**src/ckd_pkg.sv**
```systemverilog
// Constants, types and register map of the clock output divider block
//
// Overview of operation
// - The crystal reference of 27.12 MHz is the only source of the integer-N loop.
// - The clock output pin can run anywhere between about 1.22 MHz and 24 MHz by divider choice.
// - The feedback divider offers only the ratios 23, 27 and 28; the VCO runs at ratio x fin/2.
// - The VCO frequency is divided by the programmed output ratio to give the output clock.
// - The divided clock reaches the clock output pin while clock_out_enable is set; a high phase in progress when it clears runs to its end.
// - The output frequency is 13.56 MHz times feedback_ratio divided by output_ratio.
// - Carrier timing, I and Q mixer clocks and coder strobes are derived from the crystal.
package ckd_pkg;

	// ****************************************************************
	// Clock figures
	// ****************************************************************
	localparam int unsigned PCLK_KHZ      = 25000;   // Bus clock, 40 ns period
	localparam int unsigned XTAL_KHZ      = 27120;   // Crystal reference
	localparam int unsigned XTAL_HALF_KHZ = XTAL_KHZ / 2; // fin/2 = 13.56 MHz
	localparam int unsigned MODEL_SCALE   = 4;       // Modelled clocks run this much slower
	localparam int unsigned CODER_DIV     = 128;     // Crystal ticks per coder strobe

	// ****************************************************************
	// Register map (byte addresses) and fields
	// ****************************************************************
	localparam logic [11:0] CTRL_OFS    = 12'h000;
	localparam logic [11:0] DIV_OFS     = 12'h004;
	localparam logic [11:0] STATUS_OFS  = 12'h008;
	localparam int unsigned FB_SEL_LSB  = 0;         // CTRL[1:0] feedback select
	localparam int unsigned ENABLE_BIT  = 8;         // CTRL[8] clock_out_enable
	localparam int unsigned RATIO_LSB   = 0;         // DIV[7:0] output_ratio
	localparam int unsigned ST_RUN_BIT  = 0;         // STATUS[0] pin gate open
	localparam int unsigned ST_PIN_BIT  = 1;         // STATUS[1] pin level
	localparam int unsigned ST_FB_LSB   = 8;         // STATUS[15:8] active feedback ratio

	// ****************************************************************
	// Ratios and reset values
	// ****************************************************************
	localparam logic [7:0] FB_RATIO_A   = 8'h17;     // 23
	localparam logic [7:0] FB_RATIO_B   = 8'h1B;     // 27
	localparam logic [7:0] FB_RATIO_C   = 8'h1C;     // 28
	localparam logic [7:0] OUT_MIN      = 8'h10;     // 16 keeps the pin at or below 24 MHz
	localparam logic [1:0] FB_SEL_RST   = 2'h0;
	localparam logic [7:0] RATIO_RST    = 8'h4E;     // 78, gives 4 MHz with ratio 23
	localparam logic       ENABLE_RST   = 1'b0;

	typedef enum logic [1:0] {CKD_FB_23, CKD_FB_27, CKD_FB_28, CKD_FB_BAD} ckd_fb_sel_t;

	// Software settings that steer the divider chain
	typedef struct packed {
		ckd_fb_sel_t fb_sel;
		logic [7:0]  out_ratio;
		logic        enable;
	} ckd_cfg_t;

endpackage : ckd_pkg

```
**src/ckd_top.sv**
```systemverilog
// APB-controlled integer-N clock output divider with crystal-derived time bases
//
// Decided for this implementation: the APB register port and the address map.
`timescale 1ns/1ps
module ckd_top #(
	parameter int unsigned AW = 12
) (
	input  wire logic          pclk,
	input  wire logic          presetn,
	input  wire logic          psel,
	input  wire logic          penable,
	input  wire logic          pwrite,
	input  wire logic [AW-1:0] paddr,
	input  wire logic [31:0]   pwdata,
	output logic [31:0]        prdata,
	output logic               pready,
	output logic               pslverr,
	output logic               clock_output_pin,
	output logic               carrier_clk,
	output logic               mixer_i_clk,
	output logic               mixer_q_clk,
	output logic               coder_strobe
);

	// ****************************************************************
	// Helpers
	// ****************************************************************
	// Feedback select to ratio; the unused code never reaches the config
	function automatic logic [7:0] fb_ratio(input ckd_pkg::ckd_fb_sel_t s);
		case (s)
			ckd_pkg::CKD_FB_27: fb_ratio = ckd_pkg::FB_RATIO_B;
			ckd_pkg::CKD_FB_28: fb_ratio = ckd_pkg::FB_RATIO_C;
			default:            fb_ratio = ckd_pkg::FB_RATIO_A;
		endcase
	endfunction : fb_ratio

	function automatic logic [11:0] word_addr(input logic [AW-1:0] a);
		word_addr = {a[11:2], 2'b00};
	endfunction : word_addr

	ckd_pkg::ckd_cfg_t cfg_r;
	logic              run_r;
	logic [31:0]       inc_out;
	logic [31:0]       thr_out;
	logic              out_tick;
	logic              ref_tick;
	logic [1:0]        quad_r;
	logic [7:0]        coder_cnt_r;
	logic              access;
	logic [11:0]       wa;
	logic              mapped;
	logic [31:0]       rd_nxt;

	assign access = psel & penable;
	assign wa     = word_addr(paddr);
	assign mapped = (wa == ckd_pkg::CTRL_OFS) || (wa == ckd_pkg::DIV_OFS) ||
	                (wa == ckd_pkg::STATUS_OFS);

	// ****************************************************************
	// APB slave: one wait state, write lands at the completing edge
	// ****************************************************************
	always_ff @(posedge pclk or negedge presetn) begin
		if (!presetn) begin
			pready <= 1'b0;
		end else begin
			pready <= access & ~pready;
		end
	end

	// Read data and error flag are loaded together with pready
	always_ff @(posedge pclk or negedge presetn) begin
		if (!presetn) begin
			prdata  <= '0;
			pslverr <= 1'b0;
		end else if (access && !pready) begin
			prdata  <= pwrite ? 32'h0000_0000 : rd_nxt;
			pslverr <= ~mapped;
		end else begin
			prdata  <= '0;
			pslverr <= 1'b0;
		end
	end

	// Read multiplexer; reserved bits read as zero
	always_comb begin
		rd_nxt = '0;
		case (wa)
			ckd_pkg::CTRL_OFS: begin
				rd_nxt[ckd_pkg::FB_SEL_LSB +: 2] = cfg_r.fb_sel;
				rd_nxt[ckd_pkg::ENABLE_BIT]      = cfg_r.enable;
			end
			ckd_pkg::DIV_OFS: begin
				rd_nxt[ckd_pkg::RATIO_LSB +: 8] = cfg_r.out_ratio;
			end
			ckd_pkg::STATUS_OFS: begin
				rd_nxt[ckd_pkg::ST_RUN_BIT]    = run_r;
				rd_nxt[ckd_pkg::ST_PIN_BIT]    = clock_output_pin;
				rd_nxt[ckd_pkg::ST_FB_LSB +: 8] = fb_ratio(cfg_r.fb_sel);
			end
			default: rd_nxt = '0;
		endcase
	end

	// ****************************************************************
	// Configuration registers
	// ****************************************************************
	// Feedback code 3 is refused so only 23, 27 and 28 can be chosen
	always_ff @(posedge pclk or negedge presetn) begin
		if (!presetn) begin
			cfg_r.fb_sel <= ckd_pkg::ckd_fb_sel_t'(ckd_pkg::FB_SEL_RST);
			cfg_r.enable <= ckd_pkg::ENABLE_RST;
		end else if (access && pready && pwrite && wa == ckd_pkg::CTRL_OFS) begin
			if (pwdata[ckd_pkg::FB_SEL_LSB +: 2] != 2'(ckd_pkg::CKD_FB_BAD)) begin
				cfg_r.fb_sel <= ckd_pkg::ckd_fb_sel_t'(pwdata[ckd_pkg::FB_SEL_LSB +: 2]);
			end
			cfg_r.enable <= pwdata[ckd_pkg::ENABLE_BIT];
		end
	end

	// Ratios below the floor are raised to it, capping the pin at 24 MHz
	always_ff @(posedge pclk or negedge presetn) begin
		if (!presetn) begin
			cfg_r.out_ratio <= ckd_pkg::RATIO_RST;
		end else if (access && pready && pwrite && wa == ckd_pkg::DIV_OFS) begin
			if (pwdata[ckd_pkg::RATIO_LSB +: 8] < ckd_pkg::OUT_MIN) begin
				cfg_r.out_ratio <= ckd_pkg::OUT_MIN;
			end else begin
				cfg_r.out_ratio <= pwdata[ckd_pkg::RATIO_LSB +: 8];
			end
		end
	end

	// ****************************************************************
	// Output divider chain
	// ****************************************************************
	// Pin toggles at 2 x fout/scale: fin/2 x FB over OUT, in bus clock steps
	assign inc_out = 32'(ckd_pkg::XTAL_HALF_KHZ) * 32'(fb_ratio(cfg_r.fb_sel));
	assign thr_out = 32'(cfg_r.out_ratio) *
	                 32'(ckd_pkg::MODEL_SCALE * ckd_pkg::PCLK_KHZ / 2);

	ckd_nco #(
		.W(32)
	) u_out_nco (
		.pclk    (pclk),
		.presetn (presetn),
		.restart (~run_r),
		.inc     (inc_out),
		.thr     (thr_out),
		.tick    (out_tick)
	);

	// Gate opens and closes only while the pin is low, so no runt pulse
	always_ff @(posedge pclk or negedge presetn) begin
		if (!presetn) begin
			run_r <= 1'b0;
		end else if (!clock_output_pin) begin
			run_r <= cfg_r.enable;
		end
	end

	// Pin toggles on each divider tick while the gate is open, except a rise once enable drops
	always_ff @(posedge pclk or negedge presetn) begin
		if (!presetn) begin
			clock_output_pin <= 1'b0;
		end else if (!run_r) begin
			clock_output_pin <= 1'b0;
		end else if (out_tick && (clock_output_pin || cfg_r.enable)) begin
			// No fresh rise once enable drops: the gate may close at this same edge
			clock_output_pin <= ~clock_output_pin;
		end
	end

	// ****************************************************************
	// Crystal time bases for carrier, mixer and coder
	// ****************************************************************
	// Free-running; one tick per modelled crystal period
	ckd_nco #(
		.W(32)
	) u_ref_nco (
		.pclk    (pclk),
		.presetn (presetn),
		.restart (1'b0),
		.inc     (32'(ckd_pkg::XTAL_KHZ)),
		.thr     (32'(ckd_pkg::MODEL_SCALE * ckd_pkg::PCLK_KHZ)),
		.tick    (ref_tick)
	);

	// Carrier is crystal over two, i.e. 13.56 MHz scaled
	always_ff @(posedge pclk or negedge presetn) begin
		if (!presetn) begin
			carrier_clk <= 1'b0;
		end else if (ref_tick) begin
			carrier_clk <= ~carrier_clk;
		end
	end

	// Two-bit binary counter, decoded to give I and Q a quarter period apart
	always_ff @(posedge pclk or negedge presetn) begin
		if (!presetn) begin
			quad_r      <= 2'h0;
			mixer_i_clk <= 1'b0;
			mixer_q_clk <= 1'b0;
		end else if (ref_tick) begin
			quad_r      <= quad_r + 2'h1;
			mixer_i_clk <= (quad_r + 2'h1) >= 2'h2;
			mixer_q_clk <= ((quad_r + 2'h1) == 2'h1) || ((quad_r + 2'h1) == 2'h2);
		end
	end

	// Coder strobe once per fixed count of crystal ticks
	always_ff @(posedge pclk or negedge presetn) begin
		if (!presetn) begin
			coder_cnt_r  <= 8'h00;
			coder_strobe <= 1'b0;
		end else if (ref_tick && coder_cnt_r == 8'(ckd_pkg::CODER_DIV - 1)) begin
			coder_cnt_r  <= 8'h00;
			coder_strobe <= 1'b1;
		end else begin
			coder_cnt_r  <= ref_tick ? coder_cnt_r + 8'h01 : coder_cnt_r;
			coder_strobe <= 1'b0;
		end
	end

	// ****************************************************************
	// Assertions
	// ****************************************************************
	property p_fb_legal;
		@(posedge pclk) disable iff (!presetn)
		fb_ratio(cfg_r.fb_sel) inside {8'd23, 8'd27, 8'd28} &&
		cfg_r.fb_sel != ckd_pkg::CKD_FB_BAD;
	endproperty
	a_fb_legal: assert property (p_fb_legal)
		else $error("feedback ratio outside 23/27/28");

	property p_ratio_floor;
		@(posedge pclk) disable iff (!presetn)
		cfg_r.out_ratio >= 8'd16;
	endproperty
	a_ratio_floor: assert property (p_ratio_floor)
		else $error("output ratio below 16");

	property p_formula;
		@(posedge pclk) disable iff (!presetn)
		inc_out == 32'h0000_34F8 * 32'(fb_ratio(cfg_r.fb_sel)) &&
		thr_out == 32'h0000_C350 * 32'(cfg_r.out_ratio);
	endproperty
	a_formula: assert property (p_formula)
		else $error("divider increments do not follow the output formula");

	property p_rise_needs_enable;
		@(posedge pclk) disable iff (!presetn)
		$rose(clock_output_pin) |-> $past(run_r) && $past(out_tick) && $past(cfg_r.enable);
	endproperty
	a_rise_needs_enable: assert property (p_rise_needs_enable)
		else $error("pin rose without gate open and divider tick");

	property p_stays_low;
		@(posedge pclk) disable iff (!presetn)
		!cfg_r.enable && !clock_output_pin |=> !clock_output_pin [*3];
	endproperty
	a_stays_low: assert property (p_stays_low)
		else $error("pin left low level while disabled");

	property p_no_runt;
		@(posedge pclk) disable iff (!presetn)
		$fell(clock_output_pin) |-> $past(out_tick) && $past(run_r);
	endproperty
	a_no_runt: assert property (p_no_runt)
		else $error("pin high phase cut short");

	property p_tick_toggles;
		@(posedge pclk) disable iff (!presetn)
		run_r && out_tick && (clock_output_pin || cfg_r.enable) |=>
		clock_output_pin != $past(clock_output_pin);
	endproperty
	a_tick_toggles: assert property (p_tick_toggles)
		else $error("divider tick did not toggle the pin");

	property p_ref_rate;
		@(posedge pclk) disable iff (!presetn)
		ref_tick |=> !ref_tick [*2] ##[1:2] ref_tick;
	endproperty
	a_ref_rate: assert property (p_ref_rate)
		else $error("crystal tick spacing wrong");

	property p_quadrature;
		@(posedge pclk) disable iff (!presetn)
		$changed(mixer_i_clk) |-> $stable(mixer_q_clk);
	endproperty
	a_quadrature: assert property (p_quadrature)
		else $error("I and Q mixer clocks moved together");

	property p_write_lands;
		@(posedge pclk) disable iff (!presetn)
		access && pready && pwrite && wa == ckd_pkg::DIV_OFS &&
		pwdata[7:0] >= 8'd16 |=> cfg_r.out_ratio == $past(pwdata[7:0]);
	endproperty
	a_write_lands: assert property (p_write_lands)
		else $error("output ratio write lost");

	c_enable_run: cover property (@(posedge pclk) disable iff (!presetn)
		$rose(run_r) ##[1:300] $rose(clock_output_pin));
	c_disable_stop: cover property (@(posedge pclk) disable iff (!presetn)
		$fell(cfg_r.enable) ##[1:300] $fell(run_r));
	c_coder: cover property (@(posedge pclk) disable iff (!presetn) coder_strobe);
	c_bad_addr: cover property (@(posedge pclk) disable iff (!presetn) pslverr);

endmodule : ckd_top

```
**src/ckd_nco.sv**
```systemverilog
// Phase accumulator that emits one tick per programmed fraction of the bus clock
`timescale 1ns/1ps
module ckd_nco #(
	parameter int unsigned W = 32
) (
	input  wire logic         pclk,
	input  wire logic         presetn,
	input  wire logic         restart,
	input  wire logic [W-1:0] inc,
	input  wire logic [W-1:0] thr,
	output logic              tick
);

	logic [W-1:0] acc_r;
	logic [W:0]   sum;

	assign sum = {1'b0, acc_r} + {1'b0, inc};

	// ****************************************************************
	// Accumulate; wrap at the threshold and pulse the tick
	// ****************************************************************
	// Restart zeroes the phase so the first period after it is a full one
	always_ff @(posedge pclk or negedge presetn) begin
		if (!presetn) begin
			acc_r <= '0;
			tick  <= 1'b0;
		end else if (restart) begin
			acc_r <= '0;
			tick  <= 1'b0;
		end else if (sum >= {1'b0, thr}) begin
			acc_r <= W'(sum - {1'b0, thr});
			tick  <= 1'b1;
		end else begin
			acc_r <= sum[W-1:0];
			tick  <= 1'b0;
		end
	end

endmodule : ckd_nco

```
**config.mk**
```make
export PLATFORM = sky130hd
export DESIGN_NAME = ckd_top
export DESIGN_NICKNAME = d
export VERILOG_FILES = /design/src/ckd_pkg.sv /design/src/ckd_top.sv /design/src/ckd_nco.sv
export SDC_FILE = /design/constraint.sdc
export NUM_CORES = 1
export LEC_CHECK = 0
export BUFFER_PORTS_ARGS = -buffer_cell sky130_fd_sc_hd__buf_2
export CAP_MARGIN = 10
export CORE_MARGIN = 4
export CORE_UTILIZATION = 30
export CTS_CLUSTER_DIAMETER = 80
export DETAILED_ROUTE_END_ITERATION = 8
export GPL_ROUTABILITY_DRIVEN = 0
export HOLD_SLACK_MARGIN = 0.05
export PLACE_DENSITY = 0.44
export SYNTH_ARGS = -nofsm -noshare
export SYNTH_HDL_FRONTEND = slang
export SYNTH_SLANG_ARGS = --single-unit
```
**constraint.sdc**
```tcl
create_clock -name pclk -period 10.08 [get_ports pclk]
set_input_delay 0.504 -clock pclk [delete_from_list [all_inputs] [get_ports pclk]]
set_output_delay 0.504 -clock pclk [all_outputs]
set_load 0.05 [all_outputs]
```
# Word-level counts from Yosys, hierarchy flattened
# Index checks and enable logic that the tools add are counted.
[totals] regBits=127 latchBits=0 ramBits=0 rom_bits=0 inputBits=49 elab_cells=80 memories=0
[classes] add_sub_neg=6 mul=2 n_div=0 magnitude_cmp=4 n_eq_ne=9 shift=0 n_mux=20 bitwise=6 n_reduce_logical=15
[ops] cell="$mux W32" count=3
[ops] cell="$add A32 B15 Y33 const B" count=1
[ops] cell="$add A32 B22 Y33" count=1
[ops] cell="$ge A33 B17 Y1 const B" count=1
[ops] cell="$ge A33 B24 Y1" count=1
[ops] cell="$mux W16" count=2
[ops] cell="$sub A32 B17 Y32 const B" count=1
[ops] cell="$sub A32 B24 Y32" count=1
[ops] cell="$mux W8" count=3
[ops] cell="$mul A8 B12 Y20 const B" count=1
[ops] cell="$mul A11 B8 Y19 const A" count=1
[ops] cell="$logic_not A12 Y1" count=1
[ops] cell="$eq A10 B1 Y1 const B" count=1
[ops] cell="$eq A10 B2 Y1 const B" count=1
[ops] cell="$add A8 B1 Y8 const B" count=1
[ops] cell="$eq A8 B7 Y1 const B" count=1
[ops] cell="$lt A8 B5 Y1 const B" count=1
[ops] cell="$pmux W4 S2" count=1
[ops] cell="$logic_and A1 B1 Y1" count=7
[ops] cell="$mux W1" count=7
[ops] cell="$mux W6" count=1
[ops] cell="$pmux W2 S3" count=1
[ops] cell="$eq A2 B1 Y1 const B" count=2
[ops] cell="$eq A2 B2 Y1 const B" count=2
[ops] cell="other kinds (12)" count=19

# Logic depth before layout (Yosys ltp)
[logic_depth] depth_word=7 ltp_mapped=27 ltp_nobuf=25

# Modules after synthesis
# Synthesis repeated with hierarchy kept, for this count alone.
[hier_totals] cells_unflattened=1596 area_unflattened_um2=13090.1
[modules_own_cells] mod="ckd_nco (u_out_nco)" n_inst=1 cells_each=621 area_per_inst_um2=4865.9 seq_area_each_um2=825.8
[modules_own_cells] mod="ckd_nco (u_ref_nco)" n_inst=1 cells_each=628 area_per_inst_um2=4818.4 seq_area_each_um2=825.8
[modules_own_cells] mod="ckd_top" n_inst=1 cells_each=347 area_per_inst_um2=3405.8 seq_area_each_um2=1056.0

# Least setup slack after synthesis
# OpenSTA, ideal clock, no wires.
[synth_timing] kind="register to register" from="register cfg_r[3] in the netlist's numbering" to="register u_out_nco.acc_r[4]" arrival_time_ns=5.946 path_slack_ns=4.040 path_stages_with_launch=28 cell_sequence="dfstp_2 -> ha_1 -> ha_1 -> inv_1 -> fa_1 -> inv_1 -> fa_1 -> ha_1 -> a21o_1 -> a21oi_1 -> o21bai_1 -> a21oi_1 -> o21bai_1 -> a211oi_1 -> o21ai_0 -> and2_1 -> a311oi_1 -> ha_1 -> a21o_1 -> a21oi_1 -> and2_1 -> a31o_2 -> o211ai_1 -> a211oi_1 -> buf_4 -> buf_4 -> nand2_1 -> a211oi_1"
[synth_via] elab_chain_len=4
[synth_lines] item="start: declaration" line="ckd_top.sv:41" rtl="ckd_pkg::ckd_cfg_t cfg_r;"
[synth_lines] item="$mul A8 B12 Y20" line="ckd_top.sv:138" rtl="assign thr_out = 32'(cfg_r.out_ratio) *"
[synth_lines] item="$ge A33 B24 Y1" line="ckd_nco.sv:30" rtl="end else if (sum >= {1'b0, thr}) begin"
[synth_lines] item="$mux W32" line="ckd_nco.sv:30"
[synth_lines] item="$mux W32" line="ckd_nco.sv:27" rtl="end else if (restart) begin"
[synth_lines] item="end signal: assignment" line="ckd_nco.sv:31" rtl="acc_r <= W'(sum - {1'b0, thr});"
[synth_lines] item="end signal: assignment" line="ckd_nco.sv:34" rtl="acc_r <= sum[W-1:0];"
[synth_lines] item="end: declaration" line="ckd_nco.sv:14" rtl="logic [W-1:0] acc_r;"
# Every way passes these cells.
# A chain may end at the register's enable or synchronous reset.

# Final worst setup path
[layout_timing] from="register cfg_r[3] in the netlist's numbering" to="register u_out_nco.acc_r[5]"
# Same word-level chain as after synthesis.

==> results.py <==
metrics = {
    "logic_synthesis": {
        "ys_top_cells_by_area": "dfrtp_1 26%, ha_1 13%, xnor2_1 6.4%",
        "ys_async_sr_fraction": 1.00,
        "syn_inst": 1098,
        "yosys_warnings": 0,
        "synth_seq_cells": 101,
        "synth-main-ff-cell": "dfrtp_1",
        "seq_area_frac_synth": 0.268,
        "syn-mean-instance-area_um2": 8.62,
        "post-synth-top-count-cell": "nand2_1",
        "yosys.area.top_type_share": 0.257,
        "synth_area_um2": 9460,
        "synth_largest_area_cell": "dfrtp_1",
        "synthTopCellsByCount": "103 x nand2_1, 99 x ha_1, 97 x dfrtp_1",
        "synth_edf_count": 0,
        "ys_types": 90,
    },
    "drt": {
        "met3_wirelength_um": 715,
        "wl_per_cell_um": 16.3,
        "drt-met1-wl_um": 11700,
        "firstDrtPassIters": 5,
        "routed-wl-met2_um": 12000,
        "antenna_left": 0,
        "drc": 0,
        "vias": 7976,
        "detail_route.vias_per_cell": 5.23,
        "drt-total-wl_um": 24900,
        "drt_iter0_markers": 410,
        "highest_layer": "met4",
    },
    "clock_tree": {
        "numCtsBuffers": 9,
        "root_buffer": "clkbuf_16",
        "cts.sinks": 101,
        "cts_tree": "yes",
        "clk_pin_slew_worst_paths_ns": 0.07,
        "clockBufferDepth": 2,
        "clk_latency_ns": 0.36,
        "postCtsHoldBufs": 0,
        "h-tree-depth": 3,
        "cts_resized": 0,
        "post-cts-setup-buffers": 0,
    },
    "sta": {
        "skew_ns": 0.00826,
        "period_needed_ns": 7.36,
        "final.setup.worst_slack_ns": 2.72,
        "fin_setup_tns_ns": 0,
        "rsz0062_at_grt": "no",
        "max_slew_margin": 0.374,
        "post-route-period-util": 0.730,
        "setup_viol": 0,
        "finalHoldViolCount": 0,
        "finalMaxSlewViolations": 0,
        "fmax_mhz": 136,
        "worst_pin_slew_ns": 0.915,
    },
    "critical_path": {
        "crit_required_ns": 10.34,
        "critPathMaxFanout": 19,
        "worstSetupStartpointType": "flip-flop",
        "worstReg2RegStart": "cfg_r[3]",
        "end_kind": "flip-flop",
        "r2r_cells": 26,
        "cp_data_arrival_time_ns": 7.62,
        "path_class": "flip-flop to flip-flop",
        "r2r_end": "u_out_nco.acc_r[5]",
        "reg2reg_slack_ns": 2.72,
    },
    "final_layout": {
        "instances_no_fill": 1524,
        "layout-drive-gt1-share": 0.0993,
        "num_antenna_cells": 0,
        "nFillCells": 3236,
        "final_nets": 1283,
        "syn_to_final_growth_pct": 8.82,
        "finalInstanceArea_um2": 10300,
    },
    "place": {
        "placedInstanceArea_um2": 9990,
        "dp_slack_ns": 2.75,
        "dp_hpwl_um": 19200,
        "io_buffers": 43,
        "place_inst": 1508,
    },
    "global_route": {
        "grt_pass1_vias": 7999,
        "grt_max_degree": 58,
        "grt_usage": 0.149,
        "grt_overflow_total": 0,
        "grt_pass1_wl_um": 41800,
        "antenna_found_initial": 0,
    },
    "die": {
        "num_rows": 64,
        "io_pins": 88,
        "dieWidth_um": 186,
        "die_area_um2": 34400,
        "die_h_um": 186,
        "core-area_um2": 30800,
        "initial_core_util": 0.307,
    },
    "flow_run": {
        "drv_cap": 0,
    },
    "power_and_ir_drop": {
        "comb_power_share": 0.076,
        "swShare": 0.256,
        "seqPwrFrac": 0.481,
        "p_leak_nw": 4.86,
        "ir_drop_v": 0.0000860,
        "p_int_mw": 0.628,
        "pwr-share-clk": 0.443,
        "total_power_mw": 0.843,
        "p_sw_mw": 0.216,
        "p_per_area_nw_per_um2": 81.9,
    },
    "min_path": {
        "hold_class": "input port to asynchronous set/reset pin",
    },
    "status": {
        "status": "completed",
    },
}
## flip-flops by register name, summed over array words and instances (netlist names)
signal and flops:
carrier_clk 1, u_out_nco.tick 1, mixer_i_clk 1, pslverr 1, coder_cnt_r 8, quad_r 2, run_r 1, coder_strobe 1
clock_output_pin 1, mixer_q_clk 1, prdata 13, u_ref_nco.acc_r 28, pready 1, u_out_nco.acc_r 29, u_ref_nco.tick 1, cfg_r 11
## cell families (layout without fill, tap and decap cells)
kind of cell             Yosys count  in the layout  synth area share
AO/OA/AOI/OAI                    266            266             0.189
XOR/XNOR                         102            102            0.0944
adder cells (fa/ha/maj)          111            111             0.156
buffers and inverters            109            120            0.0553
flip-flops                       101            101             0.268
multiplexers                      22             22            0.0250
other                              2             21          0.000794
AND/OR/NAND/NOR                  385            385             0.211
## cell type report
class | instances | area, µm² | area share
Tap cell | 396 | 495 | 0.0481
Inverter | 56 | 213 | 0.0207
Multi-Input combinational cell | 907 | 6490 | 0.630
Clock buffer | 11 | 253 | 0.0245
Clock inverter | 5 | 57.6 | 0.00559
Timing Repair Buffer | 48 | 255 | 0.0248
Sequential cell | 101 | 2530 | 0.246
## critical path, cell delays in order, from the launching register on
cell and delay (ns):
dfstp_2 0.64, ha_1 0.29, ha_1 0.28, inv_1 0.05
fa_1 0.50, inv_1 0.05, fa_1 0.47, ha_1 0.35
a21o_1 0.17, a21oi_1 0.22, o21bai_1 0.09, a21oi_1 0.22
o21bai_1 0.11, a211oi_1 0.32, o21ai_0 0.18, and2_1 0.19
a311oi_1 0.35, ha_1 0.35, a21o_1 0.20, a21oi_1 0.29
and2_1 0.21, a31o_2 0.15, o211ai_1 0.18, a211oi_4 0.61
buf_4 0.37, nand2_1 0.15, a211oi_1 0.27
## layer usage
| metal | vias up | global-route usage |
|---|---|---|
| li1 | 4009 | - |
| met1 | 3820 | 0.195 |
| met4 | 0 | 0.0373 |
| met2 | 127 | 0.259 |
| met5 | - | 0 |
| met3 | 20 | 0.0217 |
## power by group through the flow
stage	sequential, mW	clock, mW	combinational (mW)
after global placement	0.414	0	0.0644
final	0.406	0.374	0.0637
after CTS	0.406	0.391	0.0646
after global routing	0.406	0.405	0.0709
after detailed placement	0.414	0	0.0645
after floorplan	0.415	0	0.0458
## stage by stage
step / hold slack, ns / util
6_report: 0.230 / 0.334
5_1_grt: 0.295 / 0.334
4_1_cts: 0.266 / 0.334
3_5_place_dp: 0.464 / 0.324
3_3_place_gp: 0.465 / 0.324
2_1_floorplan: 0.208 / -
## placed cells by master (no fill, tap or decap), types with 42 or more instances in the layout
cell type / netlist / layout
xnor2_1: 69 / 69
a21oi_1: 75 / 75
o21ai_0: 47 / 47
dfrtp_1: 97 / 97
nand2_1: 103 / 103
buf_2: 5 / 42
inv_1: 54 / 54
nor2_1: 79 / 79
nand3_1: 48 / 48
ha_1: 99 / 99
## how the worst max path moves through the flow
stage                          to      from  cells after the start  slack (ns)
2_1_floorplan  u_out_nco.acc_r[4]  cfg_r[3]                     27        4.04
3_3_place_gp   u_out_nco.acc_r[4]  cfg_r[3]                     26        2.78
3_5_place_dp   u_out_nco.acc_r[5]  cfg_r[3]                     26        2.75
4_1_cts        u_out_nco.acc_r[5]  cfg_r[3]                     26        2.70
5_1_grt        u_out_nco.acc_r[4]  cfg_r[3]                     26        2.20
6_report       u_out_nco.acc_r[5]  cfg_r[3]                     26        2.72
Power figures use the tool's default switching activity.
